===== src/verilog/sbtc_pkg.sv =====
// package of constants and types for the sixteen bit timer counter
// How it works
// - 16-bit count, two RW bytes, wraps
// - wrap to zero sets overflow flag bit 0
// - interrupt only while enable bit 0 set
// - control bit 1 picks timer or counter
// - timer mode counts oscillator divided by four
// - counter mode counts external rising edges only
// - control bit 0 runs or holds count
// - counter waits for one falling edge first
// - either compare unit can clear the count
// - bits 5:4 prescale 1,2,4,8
// - oscillator on: pins inputs, read zero
// - active-low sync bit matters in counter mode
// - sync after prescaler; prescaler runs ahead
// - special event code 1011 clears, no flag
// - count write beats special event clear
package sbtc_pkg;

  //////////////////////////////////////////////////////////////////////////
  // bus geometry
  localparam int ADDR_W = 8;                     // apb byte address width
  localparam int DATA_W = 32;                    // apb data width

  //////////////////////////////////////////////////////////////////////////
  // register byte offsets
  localparam logic [ADDR_W-1:0] COUNT_LOW_OFS  = 8'h00; // count low byte
  localparam logic [ADDR_W-1:0] COUNT_HIGH_OFS = 8'h04; // count high byte
  localparam logic [ADDR_W-1:0] FLAG_OFS       = 8'h08; // sticky flags, ro
  localparam logic [ADDR_W-1:0] FLAG_CLR_OFS   = 8'h0C; // flag clear, wo
  localparam logic [ADDR_W-1:0] CTRL_OFS       = 8'h10; // timer_control
  localparam logic [ADDR_W-1:0] ENABLE_OFS     = 8'h14; // interrupt enable

  //////////////////////////////////////////////////////////////////////////
  // field positions and reset values
  localparam int CTRL_W     = 6;                 // implemented control bits
  localparam int OVF_BIT    = 0;                 // overflow flag position
  localparam int OVF_IE_BIT = 0;                 // overflow enable position
  localparam int BYTE_W     = 8;                 // width of one count byte
  localparam logic [CTRL_W-1:0] CTRL_RESET = 6'h00; // all control cleared

  //////////////////////////////////////////////////////////////////////////
  // counting constants
  localparam int COUNT_W = 16;                   // count width
  localparam logic [COUNT_W-1:0] COUNT_ZERO = 16'h0000; // wrap target
  localparam logic [COUNT_W-1:0] COUNT_MAX  = 16'hFFFF; // last value
  localparam int INSTR_DIV_W = 2;                // divide by four counter
  localparam logic [INSTR_DIV_W-1:0] INSTR_LAST = 2'h3; // fourth phase
  localparam int PRESC_W = 3;                    // ripple stages, max 1:8
  localparam logic [3:0] SPECIAL_EVENT_MODE = 4'hB; // compare, reset timer

  //////////////////////////////////////////////////////////////////////////
  // types
  typedef enum logic [1:0] {
    SBTC_PS_1 = 2'h0,                            // no division
    SBTC_PS_2 = 2'h1,                            // 1:2
    SBTC_PS_4 = 2'h2,                            // 1:4
    SBTC_PS_8 = 2'h3                             // 1:8
  } sbtc_prescale_e;

  // control register layout, bit 0 at the bottom
  typedef struct packed {
    sbtc_prescale_e prescale_select;             // bits 5:4
    logic           osc_enable;                  // bit 3
    logic           sync_disable_n;              // bit 2, 1 = no sync
    logic           clock_source_select;         // bit 1, 1 = external
    logic           counter_on;                  // bit 0
  } sbtc_ctrl_s;

  // one capture/compare unit's view of the timer reset
  typedef struct packed {
    logic [3:0] mode;                            // unit mode code
    logic       match;                           // compare match pulse
  } sbtc_trig_s;

endpackage


===== src/verilog/sbtc_prescaler.sv =====
// input prescaler: counts input ticks, passes one of each 1, 2, 4 or 8
module sbtc_prescaler
  import sbtc_pkg::*;
(
  input  wire logic           clk,               // system clock
  input  wire logic           sys_rst,           // sync reset, high
  input  wire logic           clear,             // restart the division
  input  wire logic           tick_in,           // one-cycle input event
  input  wire sbtc_prescale_e select,            // division ratio
  output logic                tick_out           // registered output pulse
);

  logic [PRESC_W-1:0] stage;                     // ripple counter image
  logic               carry;                     // selected stage rolls

  //////////////////////////////////////////////////////////////////////////
  // pick the stage whose rollover ends a divided period
  always_comb begin
    carry = 1'b0;
    unique case (select)
      SBTC_PS_1: carry = tick_in;
      SBTC_PS_2: carry = tick_in & (&stage[0:0]);
      SBTC_PS_4: carry = tick_in & (&stage[1:0]);
      SBTC_PS_8: carry = tick_in & (&stage[2:0]);
    endcase
  end

  // the counter runs on input ticks alone, ahead of any sync stage
  always_ff @(posedge clk) begin
    if (sys_rst || clear) begin
      stage <= '0;
    end else if (tick_in) begin
      stage <= stage + 1'b1;
    end
  end

  // output is a flop so the sync stage sees a clean pulse
  always_ff @(posedge clk) begin
    if (sys_rst || clear) begin
      tick_out <= 1'b0;
    end else begin
      tick_out <= carry;
    end
  end

endmodule


===== src/verilog/sbtc_timer.sv =====
// sixteen bit timer counter with apb registers and oscillator pins
module sbtc_timer
  import sbtc_pkg::*;
(
  input  wire logic              clk,                // oscillator clock
  input  wire logic              sys_rst,            // sync reset, high
  // apb slave
  input  wire logic              psel,               // slave select
  input  wire logic              penable,            // access phase
  input  wire logic              pwrite,             // 1 = write
  input  wire logic [ADDR_W-1:0] paddr,              // byte address
  input  wire logic [DATA_W-1:0] pwdata,             // write data
  output logic      [DATA_W-1:0] prdata,             // read data, flopped
  output logic                   pready,             // always ready
  output logic                   pslverr,            // unmapped address
  // oscillator / external clock pins
  input  wire logic              osc_input_pin,      // pin 1 level in
  input  wire logic              osc_output_ext_clock_pin, // pin 0 in
  input  wire logic [1:0]        port_direction_bits,// 1 = port input
  input  wire logic [1:0]        port_out_data,      // port drive value
  output logic      [1:0]        pin_out,            // pin drive values
  output logic      [1:0]        pin_oe,             // pin drive enables
  output logic      [1:0]        port_read_data,     // port read view
  output logic                   osc_inverter_on,    // oscillator power
  // capture/compare units
  input  wire sbtc_trig_s        capture_compare_unit_a, // unit a
  input  wire sbtc_trig_s        capture_compare_unit_b, // unit b
  // interrupt
  output logic                   irq                 // overflow request
);

  //////////////////////////////////////////////////////////////////////////
  // declarations
  sbtc_ctrl_s            ctrl;                   // timer_control
  logic                  overflow_flag;          // sticky overflow
  logic                  overflow_interrupt_enable; // mask bit
  logic [COUNT_W-1:0]    count;                  // count pair
  logic [COUNT_W-1:0]    next_count;             // count after this edge
  logic [INSTR_DIV_W-1:0] instr_phase;           // divide by four
  logic                  instr_tick;             // one per instr cycle
  logic                  ext_level;              // selected clock pin
  logic                  ext_prev;               // pin level last cycle
  logic                  ext_rise;               // rising edge seen
  logic                  ext_fall;               // falling edge seen
  logic                  fall_seen;              // arm after falling edge
  logic                  counter_mode_on;        // running on ext clock
  logic                  presc_in;               // prescaler input tick
  logic                  presc_out;              // prescaler output tick
  logic                  presc_clear;            // restart prescaler
  logic                  sync_a;                 // sync stage one
  logic                  sync_b;                 // sync stage two
  logic                  use_async;              // skip the sync stage
  logic                  count_tick;             // advance this cycle
  logic                  wraps;                  // ffff to 0000 now
  logic                  trig_any;               // special event seen
  logic                  trig_reset;             // clear actually applied
  logic                  wr_en;                  // write access edge
  logic                  rd_setup;               // read setup cycle
  logic                  wr_low;                 // write low byte
  logic                  wr_high;                // write high byte
  logic                  wr_count;               // either count byte
  logic                  mapped;                 // address decodes
  logic [DATA_W-1:0]     rd_value;               // read mux output

  //////////////////////////////////////////////////////////////////////////
  // apb decode: zero wait states, every access ends in its first
  // access cycle
  assign pready   = 1'b1;
  assign wr_en    = psel & penable & pwrite;
  assign rd_setup = psel & ~penable & ~pwrite;

  // any of the six word addresses is mapped
  always_comb begin
    mapped = 1'b0;
    unique case (paddr)
      COUNT_LOW_OFS, COUNT_HIGH_OFS, FLAG_OFS,
      FLAG_CLR_OFS, CTRL_OFS, ENABLE_OFS: mapped = 1'b1;
      default: mapped = 1'b0;            // unmapped word or odd address
    endcase
  end

  // error only in the access phase, so the master samples it with pready
  assign pslverr = psel & penable & ~mapped;

  assign wr_low   = wr_en & (paddr == COUNT_LOW_OFS);
  assign wr_high  = wr_en & (paddr == COUNT_HIGH_OFS);
  assign wr_count = wr_low | wr_high;

  //////////////////////////////////////////////////////////////////////////
  // control register, cleared by reset
  always_ff @(posedge clk) begin
    if (sys_rst) begin
      ctrl <= sbtc_ctrl_s'(CTRL_RESET);
    end else if (wr_en && paddr == CTRL_OFS) begin
      ctrl <= sbtc_ctrl_s'(pwdata[CTRL_W-1:0]);  // bits 7:6 not stored
    end
  end

  // interrupt enable register
  always_ff @(posedge clk) begin
    if (sys_rst) begin
      overflow_interrupt_enable <= 1'b0;
    end else if (wr_en && paddr == ENABLE_OFS) begin
      overflow_interrupt_enable <= pwdata[OVF_IE_BIT];
    end
  end

  //////////////////////////////////////////////////////////////////////////
  // instruction clock: one enable pulse every fourth clk
  always_ff @(posedge clk) begin
    if (sys_rst) begin
      instr_phase <= '0;
    end else begin
      instr_phase <= instr_phase + 1'b1;
    end
  end

  assign instr_tick = (instr_phase == INSTR_LAST);

  //////////////////////////////////////////////////////////////////////////
  // external clock: with the oscillator on the input side pin drives it,
  // otherwise the shared clock pin does
  assign ext_level = ctrl.osc_enable ? osc_input_pin
                                     : osc_output_ext_clock_pin;

  // previous level for edge detection; pins are sampled as synchronous
  always_ff @(posedge clk) begin
    if (sys_rst) begin
      ext_prev <= 1'b0;
    end else begin
      ext_prev <= ext_level;
    end
  end

  assign ext_rise = ext_level & ~ext_prev;
  assign ext_fall = ~ext_level & ext_prev;
  assign counter_mode_on = ctrl.counter_on & ctrl.clock_source_select;

  // arming: a rising edge that arrives before any falling edge since the
  // counter was enabled would otherwise add a spurious count
  always_ff @(posedge clk) begin
    if (sys_rst || !counter_mode_on) begin
      fall_seen <= 1'b0;
    end else if (ext_fall) begin
      fall_seen <= 1'b1;
    end
  end

  //////////////////////////////////////////////////////////////////////////
  // prescaler input: instruction ticks or armed rising edges
  always_comb begin
    if (ctrl.clock_source_select) begin
      presc_in = ext_rise & fall_seen;
    end else begin
      presc_in = instr_tick;
    end
  end

  // a stopped timer keeps its prescaler cleared too; a count write restarts it
  assign presc_clear = ~ctrl.counter_on | wr_count;

  sbtc_prescaler u_prescaler (
    .clk      (clk),
    .sys_rst  (sys_rst),
    .clear    (presc_clear),
    .tick_in  (presc_in),
    .select   (ctrl.prescale_select),
    .tick_out (presc_out)
  );

  //////////////////////////////////////////////////////////////////////////
  // sync stage behind the prescaler; costs two cycles of latency, which
  // is the price of lining external counts up with the internal phases
  always_ff @(posedge clk) begin
    if (sys_rst || !ctrl.counter_on) begin
      sync_a <= 1'b0;
      sync_b <= 1'b0;
    end else begin
      sync_a <= presc_out;
      sync_b <= sync_a;
    end
  end

  // timer mode is always in step, so the sync bit is only looked at in
  // counter mode
  assign use_async = ~ctrl.clock_source_select | ctrl.sync_disable_n;

  always_comb begin
    if (!ctrl.counter_on) begin
      count_tick = 1'b0;
    end else if (use_async) begin
      count_tick = presc_out;
    end else begin
      count_tick = sync_b;
    end
  end

  //////////////////////////////////////////////////////////////////////////
  // special event reset from either compare unit; not honoured in the
  // unsynchronised counter mode, where it cannot be relied on
  assign trig_any =
    (capture_compare_unit_a.match &&
     capture_compare_unit_a.mode == SPECIAL_EVENT_MODE) ||
    (capture_compare_unit_b.match &&
     capture_compare_unit_b.mode == SPECIAL_EVENT_MODE);

  assign trig_reset = trig_any & ~(ctrl.clock_source_select &
                                   ctrl.sync_disable_n) &
                      ~wr_count;

  assign wraps = count_tick & (count == COUNT_MAX) &
                 ~wr_count & ~trig_reset;

  //////////////////////////////////////////////////////////////////////////
  // next count: byte write, then special event clear, then increment
  always_comb begin
    next_count = count;
    if (wr_low) begin
      next_count = {count[COUNT_W-1:BYTE_W], pwdata[BYTE_W-1:0]};
    end else if (wr_high) begin
      next_count = {pwdata[BYTE_W-1:0], count[BYTE_W-1:0]};
    end else if (trig_reset) begin
      next_count = COUNT_ZERO;
    end else if (wraps) begin
      next_count = COUNT_ZERO;
    end else if (count_tick) begin
      next_count = count + 1'b1;
    end
  end

  // count register
  always_ff @(posedge clk) begin
    if (sys_rst) begin
      count <= COUNT_ZERO;
    end else begin
      count <= next_count;
    end
  end

  //////////////////////////////////////////////////////////////////////////
  // sticky overflow flag; a wrap in the clearing cycle keeps it set
  always_ff @(posedge clk) begin
    if (sys_rst) begin
      overflow_flag <= 1'b0;
    end else if (wraps) begin
      overflow_flag <= 1'b1;
    end else if (wr_en && paddr == FLAG_CLR_OFS &&
                 pwdata[OVF_BIT]) begin
      overflow_flag <= 1'b0;
    end
  end

  // level request, masked by the enable bit
  assign irq = overflow_flag & overflow_interrupt_enable;

  //////////////////////////////////////////////////////////////////////////
  // read mux; unused upper bits read as zero
  always_comb begin
    rd_value = '0;
    unique case (paddr)
      COUNT_LOW_OFS:  rd_value[BYTE_W-1:0] = count[BYTE_W-1:0];
      COUNT_HIGH_OFS: rd_value[BYTE_W-1:0] =
                        count[COUNT_W-1:BYTE_W];
      FLAG_OFS:       rd_value[OVF_BIT]    = overflow_flag;
      CTRL_OFS:       rd_value[CTRL_W-1:0] = ctrl;
      ENABLE_OFS:     rd_value[OVF_IE_BIT] = overflow_interrupt_enable;
      default:        rd_value = '0;         // clear reg and holes
    endcase
  end

  // read data captured in the setup cycle, stable through the access
  always_ff @(posedge clk) begin
    if (sys_rst) begin
      prdata <= '0;
    end else if (rd_setup) begin
      prdata <= rd_value;
    end
  end

  //////////////////////////////////////////////////////////////////////////
  // oscillator pins: with the oscillator on, both pins are inputs and the
  // port sees zeros; otherwise the port direction bits rule
  assign osc_inverter_on = ctrl.osc_enable;
  assign pin_out         = port_out_data;

  always_comb begin
    if (ctrl.osc_enable) begin
      pin_oe         = 2'h0;
      port_read_data = 2'h0;
    end else begin
      pin_oe         = ~port_direction_bits;
      port_read_data = {osc_input_pin, osc_output_ext_clock_pin};
    end
  end

endmodule

===== config.mk =====
export PLATFORM = sky130hd
export DESIGN_NAME = sbtc_timer
export DESIGN_NICKNAME = d
export VERILOG_FILES = /design/src/verilog/sbtc_pkg.sv /design/src/verilog/sbtc_prescaler.sv /design/src/verilog/sbtc_timer.sv
export SDC_FILE = /design/constraint.sdc
export NUM_CORES = 1
export LEC_CHECK = 0
export ABC_CLOCK_PERIOD_IN_PS = 4900
export BUFFER_PORTS_ARGS = -buffer_cell sky130_fd_sc_hd__buf_2
export CAP_MARGIN = 25
export CORE_MARGIN = 3
export CORE_UTILIZATION = 45
export CTS_BUF_LIST = sky130_fd_sc_hd__clkbuf_16
export DETAILED_ROUTE_END_ITERATION = 12
export PLACE_DENSITY = 0.82
export SYNTH_ARGS = -nofsm -noshare
export SYNTH_HDL_FRONTEND = slang
export SYNTH_SLANG_ARGS = --single-unit

===== constraint.sdc =====
create_clock -name clk -period 4.9 [get_ports clk]
set_input_delay 0.98 -clock clk [delete_from_list [all_inputs] [get_ports clk]]
set_output_delay 0.98 -clock clk [all_outputs]
set_load 0.03 [all_outputs]

# [Word level (Yosys, flattened, before mapping)]
# Cells that the tools add are included.
[totals] output_inout_bits=42 reg_bits=42
[classes] addsub=3 reduce_logical=22 mux=18 bitwise_logic=36 n_eq_ne=13
[op_table] op="2-to-1 mux 16 bit" count=4
[op_table] op="bitwise AND 1 bit" count=21
[op_table] op="adder 16 x 1 -> 16 bit (second input constant)" count=1
[op_table] op="equality test 16 bit (second input constant)" count=1
[op_table] op="equality test 8 x 4 -> 1 bit (second input constant)" count=2
[op_table] op="equality test 8 x 5 -> 1 bit (second input constant)" count=2
[op_table] op="one-hot mux 5 bit (3 select lines)" count=1
[op_table] op="NOT 1 bit" count=11
[op_table] op="equality test 4 bit (second input constant)" count=2
[op_table] op="equality test 8 x 3 -> 1 bit (second input constant)" count=1
[op_table] op="logical NOT 8 bit" count=1
[op_table] op="2-to-1 mux 8 bit" count=1
[op_table] op="nonzero test 4 bit" count=2
[op_table] op="2-to-1 mux 1 bit" count=7
[op_table] op="equality test 2 bit (second input constant)" count=3
[op_table] op="logical AND 1 bit" count=6
[op_table] op="AND reduction 2 bit" count=3
[op_table] op="OR reduction 6 bit" count=1
[op_table] op="one-hot mux 1 bit (5 select lines)" count=1
[op_table] op="logical OR 1 bit" count=4
[op_table] op="2-to-1 mux 2 bit" count=2
[op_table] op="one-hot mux 1 bit (4 select lines)" count=1
[op_table] op="one-hot mux 2 bit (2 select lines)" count=1
[op_table] op="adder 3 x 1 -> 3 bit (second input constant)" count=1
[op_table] op="other kinds (9)" count=12

# [Logic depth before layout (Yosys ltp)]
# Gate-level depths: netlist (run 1).
[depth] ltp_word=12 depth_mapped=9

# [Cells and area by module]
# A second synthesis (run 1) with hierarchy kept.
[unflattened] cells_unflattened=313 hier_area_um2=2521.2
[modules_own_cells] module="sbtc_timer" cells_per_inst=297 n_inst=1 seq_area_each_um2=760.7 area_per_inst_um2=2338.5
[modules_own_cells] module="sbtc_prescaler" cells_per_inst=16 n_inst=1 seq_area_each_um2=80.1 area_per_inst_um2=182.7

# [Worst setup path after synthesis (run 1)]
# Ideal clock, no wire load.
[synth_path] path_kind="input-to-output" startpoint="input paddr[5]" endpoint="output pslverr" slack_ns=1.804 required_time_ns=3.920 cell_stages=4 t_arrival_ns=2.116 cell_sequence="or3_1 -> or3_1 -> a21oi_1 -> nor2_1"
[synth_via] elab_chain_len=5
[synth_rtl] item="start, declared" line_no="sbtc_timer.sv:11" source="input wire logic [ADDR_W-1:0] paddr,"
[synth_rtl] item="equality test 8 x 3 -> 1 bit (tied with other cells)" line_no="sbtc_timer.sv:75" source="unique case (paddr)"
[synth_rtl] item="OR reduction 6 bit *" line_no="sbtc_timer.sv:75"
[synth_rtl] item="2-to-1 mux 1 bit *" line_no="sbtc_timer.sv:75"
[synth_rtl] item="NOT 1 bit *" line_no="sbtc_timer.sv:83" source="assign pslverr = psel & penable & ~mapped;"
[synth_rtl] item="bitwise AND 1 bit *" line_no="sbtc_timer.sv:83"
[synth_rtl] item="end, declared" line_no="sbtc_timer.sv:15" source="output logic pslverr,"
# Every way passes the cells marked *; elsewhere a longest branch is shown, timed or not.

# [Worst setup path in the final report (run 1)]
# Ends and elaborated chain as after synthesis.

==> results of run 1 <==
-- flip-flops by register name (all words and copies together) (netlist names) --
signal	count
count	16
prdata	8
ctrl	5
u_prescaler.stage	3
instr_phase	2
ext_prev	1
fall_seen	1
osc_inverter_on	1
overflow_flag	1
overflow_interrupt_enable	1
sync_a	1
sync_b	1
u_prescaler.tick_out	1
-- critical path, cell delays in order --
cell and delay, ps:
buf_2 100, or3_1 510, or3_1 410, a21oi_1 130, nor2_1 50, buf_2 170
-- through the flow --
step | util (%) | hold slack [ps] | power [mW] | instances
after CTS | 52.6 | 432 | 0.767 | 457
after floorplan | - | 398 | 0.439 | 371
after global placement | 50.1 | 408 | 0.445 | 449
after detailed placement | 50.1 | 418 | 0.446 | 449
after global routing | 52.6 | 445 | 0.790 | 457
final | 52.6 | 428 | 0.764 | 457
-- metal layers --
layer / GRT usage (%) / wire length (um)
met1: 27.7 / 3070
met2: 32.6 / 3450
met3: 4.22 / 785
met4: 6.29 / 137
met5: 0 / 0
-- cell usage after synthesis, drive strengths merged (2+ instances only) --
cell    number  area (um^2)
a21oi       16         80.1
nor2        38          150
mux2         2         22.5
buf         39          302
a32oi        2         17.5
o21ai       17         88.8
and3         6         42.5
inv          6         22.5
nor3         6         35.0
and2         7         48.8
nand3b       5         37.5
ha           4         50.1
a211oi       3         22.5
or4          2         22.5
o31ai        3         41.3
nand4        9         68.8
nand3       23          120
nand2       38          143
or3          2         12.5
a22oi        6         45.0
conb         2         7.51
o22ai        5         31.3
nor4        10         83.8
nor2b        6         37.5
a221o        4         40.0
o32ai        4         35.0
dfxtp       42          841
a32o         2         20.0
a31oi       14         87.6
mux2i        7         70.1
nand2b       2         12.5
clkbuf       4         15.0
xnor2        2         17.5
-- layout make-up --
type | instances | area share (%)
Tap cell | 72 | 3.00
Inverter | 6 | 0.750
Clock buffer | 5 | 4.17
Timing Repair Buffer | 49 | 8.17
Sequential cell | 42 | 28.0
Clock inverter | 3 | 0.584
Multi-Input combinational cell | 280 | 55.3
-- cells in the final DEF (no fill, tap or decap), types with 3 or more instances in the layout --
| cell | count |
|---|---|
| nand3_1 | 22 |
| a221o_1 | 4 |
| nand4_1 | 7 |
| a211oi_1 | 3 |
| conb_1 | 25 |
| buf_2 | 49 |
| clkbuf_16 | 5 |
| mux2i_1 | 7 |
| and3_1 | 5 |
| a22oi_1 | 6 |
| ha_1 | 4 |
| nand2_1 | 38 |
| nor2_1 | 37 |
| nor3_1 | 5 |
| o32ai_1 | 4 |
| nor4_1 | 8 |
| a21oi_1 | 16 |
| dfxtp_1 | 42 |
| nor2b_1 | 6 |
| nand3b_1 | 5 |
| a31oi_1 | 14 |
| and2_1 | 4 |
| o21ai_0 | 16 |
| inv_1 | 7 |
| o22ai_1 | 5 |
-- path summary, 6_finish.rpt --
kind	from	to	slack, ps	cells past startpoint
worst max-delay path	paddr[5]	pslverr	1570	6
worst min-delay path	sync_a$_SDFF_PP0_	sync_b$_SDFF_PP0_	430	1
worst max register to register	count[0]$_SDFFE_PP0P_	count[15]$_SDFFE_PP0P_	2480	7
worst min register to register	sync_a$_SDFF_PP0_	sync_b$_SDFF_PP0_	430	1
-- cell families after synthesis --
group,Yosys count,share of synthesized area [%]
mux,9,3.36
fa+ha+maj,4,1.82
other cells,2,0.273
buf+inv,49,12.3
simple gates,156,30.1
xor+xnor,2,0.636
flops,42,30.5
compound gates,84,21.0
-- report_power, final --
part           internal (mW)  total (mW)  switching, mW
clock                  0.187       0.323          0.136
combinational         0.0236      0.0936         0.0700
sequential             0.345       0.347        0.00177
==> results.py, run 1 <==
metrics = {
    "setup_path": {
        "crit_fanout": 5,
        "required_ps": 3920,
        "criticalPathCategory": "in2out",
        "crit_path_start_kind": "input port",
        "crit_arrival_ps": 2350,
        "end_kind": "output port",
    },
    "cells_and_area": {
        "seqCellArea_um2": 841,
        "syn2layout_area_growth_pct": 9.00,
        "nNetsFinal": 449,
        "n_fill_cell": 541,
        "multi_input_area_um2": 1660,
        "fin_area_um2": 3000,
        "insertedDiodeCount": 0,
        "drive_gt1_share_pct": 19.5,
    },
    "logic_synthesis": {
        "ys_ff_latch": 42,
        "avgSynthCellArea_um2": 7.91,
        "ys_seq_area_share_pct": 30.5,
        "yosys_warnings": 0,
        "synthArstFlopShare_pct": 0,
        "synth_edf_count": 0,
        "syn-cell-area_um2": 2750,
        "synth_flop_cell": "dfxtp_1",
        "synth.distinct_cells": 57,
        "syn_inst": 348,
    },
    "timing": {
        "skew_ps": 5.37,
        "final_hold_viol_count": 0,
        "setup-tns-final_ps": 0,
        "slew_headroom_pct": 29.1,
        "setup_viol": 0,
        "min_period_ps": 3330,
        "worst_pin_slew_ps": 1050,
        "fmaxAchievable_ghz": 0.301,
        "fin_crit_sh_pct": 67.9,
        "setup_ws_ps": 1570,
        "maxSlewViolCount": 0,
        "grt_setup_unrepaired": "no",
    },
    "route": {
        "ant_nets": 0,
        "vias": 2700,
        "drt_iter0_markers": 275,
        "wl_mm": 7.44,
        "drt_first_pass_iters": 6,
        "post-route-drc-count": 0,
        "wl_per_cell_um": 16.3,
        "vias_per_cell": 5.91,
    },
    "placed_design": {
        "place_area_um2": 2860,
        "dp_hpwl_mm": 5.54,
        "gp_congestion": 0.972,
        "io_buffers": 49,
        "pre_cts_slack_ps": 1580,
    },
    "clocking": {
        "postCtsSetupBuffers": 0,
        "ctsLongestPathBuffers": 2,
        "cts_root_buffer": "clkbuf_16",
        "htreeDepth": 2,
        "cts.sinks": 42,
        "cts_tree": "done",
        "insertion_delay_ps": 290,
        "holdBufCountCts": 0,
        "post_cts_resized": 0,
        "clk_pin_slew_worst_paths_ps": 60,
        "numCtsBuffers": 5,
    },
    "hold_path": {
        "hold_path_class": "reg2reg",
    },
    "floorplan": {
        "die_x_um": 84.2,
        "start_util_pct": 48.2,
        "rows": 27,
        "die_y_um": 84.2,
        "fp.coreArea_um2": 5710,
        "ios": 103,
        "die-area_um2": 7090,
    },
    "status": {
        "status": "completed",
    },
    "power_and_ir_drop": {
        "ir_drop_mv": 0.233,
        "cellPowerDensity_nw_per_um2": 254,
        "p_leak_nw": 1.11,
    },
    "grt": {
        "antenna_found_initial": 0,
        "track_usage_pct": 20.4,
        "grt.overflow.total": 0,
        "grt_max_degree": 36,
        "grt_pass1_wl_mm": 11.8,
        "grt_pass1_vias": 2356,
    },
    "run": {
        "drv_cap": 0,
    },
}
Note: power is estimated with default switching activity, not from simulation.
==> run 2: changes to the inputs <==
--- a/config.mk
+++ b/config.mk
@@ -5,14 +5,14 @@
 export SDC_FILE = /design/constraint.sdc
 export NUM_CORES = 1
 export LEC_CHECK = 0
-export ABC_CLOCK_PERIOD_IN_PS = 4900
+export ABC_CLOCK_PERIOD_IN_PS = 2800
 export BUFFER_PORTS_ARGS = -buffer_cell sky130_fd_sc_hd__buf_2
 export CAP_MARGIN = 25
 export CORE_MARGIN = 3
 export CORE_UTILIZATION = 45
 export CTS_BUF_LIST = sky130_fd_sc_hd__clkbuf_16
 export DETAILED_ROUTE_END_ITERATION = 12
-export PLACE_DENSITY = 0.82
+export PLACE_DENSITY = 0.85
 export SYNTH_ARGS = -nofsm -noshare
 export SYNTH_HDL_FRONTEND = slang
 export SYNTH_SLANG_ARGS = --single-unit
==> constraint.sdc (replaced) <==
create_clock -name clk -period 2.8 [get_ports clk]
set_input_delay 0.56 -clock clk [delete_from_list [all_inputs] [get_ports clk]]
set_output_delay 0.56 -clock clk [all_outputs]
set_load 0.03 [all_outputs]
==> results.py, run 2 (synthesis gave the netlist of run 1 again) <==
metrics = {
    "clocking": {
        "post_cts_resized": 0,
        "insertion_delay_ps": 290,
        "cts.sinks": 42,
        "postCtsSetupBuffers": 0,
        "cts_root_buffer": "clkbuf_16",
        "numCtsBuffers": 5,
        "htreeDepth": 2,
        "clk_pin_slew_worst_paths_ps": 60,
        "ctsLongestPathBuffers": 2,
        "holdBufCountCts": 0,
        "cts_tree": "done",
    },
    "cells_and_area": {
        "drive_gt1_share_pct": 21.6,
        "fin_area_um2": 3100,
        "syn2layout_area_growth_pct": 12.4,
        "seqCellArea_um2": 841,
        "largest_register_ffs": 16,
        "instances_no_fill": 466,
        "top_regs": "count x16, prdata x8, ctrl x5",
        "multi_input_area_um2": 1660,
        "nNetsFinal": 458,
        "utilization_pct": 54.2,
        "layout_commonest_cell": "buf_2",
        "n_fill_cell": 524,
        "insertedDiodeCount": 0,
        "largest-register": "count",
        "layout_common_cells": "buf_2, dfxtp_1, nand2_1",
    },
    "setup_path": {
        "end_kind": "output port",
        "criticalPathCategory": "in2out",
        "crit_arrival_ps": 1940,
        "required_ps": 2240,
        "crit_path_start_kind": "input port",
        "crit_fanout": 5,
    },
    "route": {
        "wl_per_cell_um": 15.8,
        "drt_iter0_markers": 289,
        "drt_first_pass_iters": 5,
        "post-route-drc-count": 0,
        "vias_per_cell": 5.94,
        "vias": 2770,
        "ant_nets": 0,
        "wl_mm": 7.35,
    },
    "run": {
        "drv_cap": 0,
    },
    "timing": {
        "fmaxAchievable_ghz": 0.400,
        "min_period_ps": 2500,
        "maxSlewViolCount": 0,
        "skew_ps": 4.86,
        "setup_ws_ps": 303,
        "grt_setup_unrepaired": "no",
        "worst_pin_slew_ps": 670,
        "fin_hold_ws_ps": 422,
        "fin_crit_sh_pct": 89.2,
        "setup_viol": 0,
        "final_hold_viol_count": 0,
        "setup-tns-final_ps": 0,
        "slew_headroom_pct": 55.2,
    },
    "floorplan": {
        "die_y_um": 84.2,
        "die_x_um": 84.2,
        "rows": 27,
        "start_util_pct": 48.2,
        "ios": 103,
        "fp.coreArea_um2": 5710,
        "die-area_um2": 7090,
    },
    "power_and_ir_drop": {
        "ir_drop_mv": 0.326,
        "cellPowerDensity_nw_per_um2": 464,
        "finalPower_mw": 1.44,
        "p_leak_nw": 1.16,
    },
    "status": {
        "status": "completed",
    },
    "grt": {
        "track_usage_pct": 19.8,
        "grt_max_degree": 35,
        "grt_pass1_vias": 2451,
        "grt_pass1_wl_mm": 11.6,
        "antenna_found_initial": 0,
        "grt.overflow.total": 0,
    },
    "placed_design": {
        "place_area_um2": 2930,
        "gp_congestion": 1.02,
        "io_buffers": 49,
        "dp.cells": 458,
        "pre_cts_slack_ps": 300,
        "dp_hpwl_mm": 5.50,
    },
    "hold_path": {
        "hold_path_class": "reg2reg",
    },
}
run 2: cell types whose count changed in the layout (fill, tap and decap cells not counted):
cell,delta
buf_4,+9
bufinv_16,+1
clkinv_4,-1
inv_1,-1
inv_6,+1
run 2: critical path: stages:
cell and delay, ps:
buf_2 100, or3_1 510, or3_1 410, a21oi_1 130, nor2_1 50, buf_2 170
run 2: final cells by class:
cell class / instances / share of cell area, %
well taps: 72 / 2.91
clock buffers: 5 / 4.04
clock inverters: 3 / 1.41
inverters: 6 / 0.728
flip-flops and latches: 42 / 27.2
repair buffers: 58 / 10.1
multi-input cells: 280 / 53.6
run 2: final timing paths:
| kind | slack (ps) | to | from | cells past startpoint |
|---|---|---|---|---|
| worst max-delay path | 300 | pslverr | paddr[5] | 6 |
| worst min-delay path | 420 | instr_phase[0]$_SDFF_PP0_ | instr_phase[0]$_SDFF_PP0_ | 1 |
| worst max register to register | 440 | count[15]$_SDFFE_PP0P_ | count[1]$_SDFFE_PP0P_ | 7 |
| worst min register to register | 420 | instr_phase[0]$_SDFF_PP0_ | instr_phase[0]$_SDFF_PP0_ | 1 |
run 2: routing by layer:
| layer | share of wire, % | up-vias | routed length, um | global-route usage [%] |
|---|---|---|---|---|
| met5 | 0 | - | 0 | 0 |
| met1 | 42 | 1291 | 3090 | 27.3 |
| met2 | 46 | 154 | 3390 | 30.3 |
| met3 | 10 | 11 | 768 | 4.61 |
| li1 | - | 1314 | - | - |
| met4 | 1.2 | 0 | 90 | 6.73 |
run 2: power by group:
part	total (mW)	switching [mW]	internal (mW)
Sequential	0.607	0.00283	0.604
Clock	0.664	0.242	0.422
Combinational	0.166	0.123	0.0435
==> run 3: changes to the inputs <==
--- a/config.mk
+++ b/config.mk
@@ -9,10 +9,11 @@
 export BUFFER_PORTS_ARGS = -buffer_cell sky130_fd_sc_hd__buf_2
 export CAP_MARGIN = 25
 export CORE_MARGIN = 3
-export CORE_UTILIZATION = 45
+export CORE_UTILIZATION = 35
 export CTS_BUF_LIST = sky130_fd_sc_hd__clkbuf_16
 export DETAILED_ROUTE_END_ITERATION = 12
-export PLACE_DENSITY = 0.85
+export PLACE_DENSITY = 0.7
+export RECOVER_POWER = 100
 export SYNTH_ARGS = -nofsm -noshare
 export SYNTH_HDL_FRONTEND = slang
 export SYNTH_SLANG_ARGS = --single-unit
==> results.py, run 3 (synthesis gave the netlist of run 1 again) <==
metrics = {
    "status": {
        "status": "completed",
    },
    "floorplan": {
        "rows": 31,
        "die_y_um": 94.7,
        "die_x_um": 94.7,
        "die-area_um2": 8970,
        "start_util_pct": 37.0,
        "ios": 103,
        "fp.coreArea_um2": 7450,
    },
    "clocking": {
        "insertion_delay_ps": 290,
        "ctsLongestPathBuffers": 2,
        "numCtsBuffers": 5,
        "cts.sinks": 42,
        "holdBufCountCts": 0,
        "postCtsSetupBuffers": 0,
        "post_cts_resized": 0,
        "clk_pin_slew_worst_paths_ps": 60,
        "cts_root_buffer": "clkbuf_16",
        "cts_tree": "done",
        "htreeDepth": 2,
    },
    "grt": {
        "grt.overflow.total": 0,
        "antenna_found_initial": 0,
        "grt_pass1_vias": 2474,
        "track_usage_pct": 17.7,
        "grt_pass1_wl_mm": 12.4,
        "grt_max_degree": 20,
    },
    "power_and_ir_drop": {
        "ir_drop_mv": 0.261,
        "cellPowerDensity_nw_per_um2": 438,
        "finalPower_mw": 1.34,
        "p_leak_nw": 1.07,
    },
    "setup_path": {
        "end_kind": "flip-flop",
        "criticalPathCategory": "reg2reg",
        "required_ps": 2980,
        "crit_path_start_kind": "flip-flop",
        "crit_chain": "ha_1 -> nand4_1 -> or4_1 -> nor2_1 -> nand3_1 -> a31o_2 -> a32o_1",
        "slowest_stage": "or4_1",
        "cpPeakStageDelay_ps": 650,
        "crit_arrival_ps": 2720,
        "crit_fanout": 6,
    },
    "route": {
        "vias": 2764,
        "drt_iter0_markers": 264,
        "wl_mm": 7.69,
        "vias_per_cell": 5.60,
        "ant_nets": 0,
        "post-route-drc-count": 0,
        "drt_first_pass_iters": 7,
        "wl_per_cell_um": 15.6,
    },
    "placed_design": {
        "pre_cts_slack_ps": 264,
        "place_area_um2": 2970,
        "dp_hpwl_mm": 5.96,
        "gp_congestion": 0.934,
        "io_buffers": 49,
    },
    "cells_and_area": {
        "fin_area_um2": 3050,
        "largest_register_ffs": 16,
        "drive_gt1_share_pct": 14.7,
        "nNetsFinal": 459,
        "top_regs": "count x16, prdata x8, ctrl x5",
        "layout_common_cells": "dfxtp_1, nand2_1, nor2_1",
        "largest-register": "count",
        "syn2layout_area_growth_pct": 10.7,
        "layout_commonest_cell": "dfxtp_1",
        "insertedDiodeCount": 0,
        "utilization_pct": 40.9,
    },
    "timing": {
        "fmaxAchievable_ghz": 0.395,
        "fin_crit_sh_pct": 90.5,
        "slew_headroom_pct": 37.5,
        "final_hold_viol_count": 0,
        "min_period_ps": 2530,
        "worst_pin_slew_ps": 938,
        "setup_viol": 0,
        "setup_ws_ps": 265,
        "maxSlewViolCount": 0,
        "setup-tns-final_ps": 0,
        "skew_ps": 3.40,
        "grt_setup_unrepaired": "no",
    },
    "run": {
        "drv_cap": 0,
    },
    "hold_path": {
        "hold_path_class": "reg2reg",
    },
}
[run 3: worst paths after layout]
check,cells past startpoint,endpoint,startpoint,slack (ps)
worst max-delay path,7,count[15]$_SDFFE_PP0P_,count[1]$_SDFFE_PP0P_,270
worst min-delay path,1,instr_phase[0]$_SDFF_PP0_,instr_phase[0]$_SDFF_PP0_,430
worst max register to register,7,count[15]$_SDFFE_PP0P_,count[1]$_SDFFE_PP0P_,270
worst min register to register,1,instr_phase[0]$_SDFF_PP0_,instr_phase[0]$_SDFF_PP0_,430
[run 3: where the power goes]
group,switching [mW],internal (mW)
Clock,0.237,0.327
Combinational,0.124,0.0399
Sequential,0.00299,0.604
Total,0.365,0.971
[run 3: metrics by stage]
step	instances	hold WS, ps
global route	494	452
CTS	494	430
global placement	486	407
floorplan	371	398
finish	494	432
detailed placement	486	423
[run 3: final cells by class]
cell class	count	area [um^2]
Clock buffer	5	125
Clock inverter	3	17.5
Tap cell	99	124
Timing Repair Buffer	59	290
Multi-Input combinational cell	280	1630
Inverter	6	22.5
Sequential cell	42	841
Fill cell	806	4400
[run 3: routing by layer]
metal,wire (um),track usage [%],vias to the layer above
met5,0,0,-
met4,100,5.05,0
met3,621,3.19,10
met2,3480,27.3,122
met1,3490,25.2,1317
li1,-,-,1315
[run 3: worst max-delay path, delay by kind of cell (launching register included)]
kind | cells | cell delay, ps
AO/OA/AOI/OAI | 2 | 540
adder cells (fa/ha/maj) | 1 | 240
flip-flops | 1 | 430
AND/OR/NAND/NOR | 4 | 1220
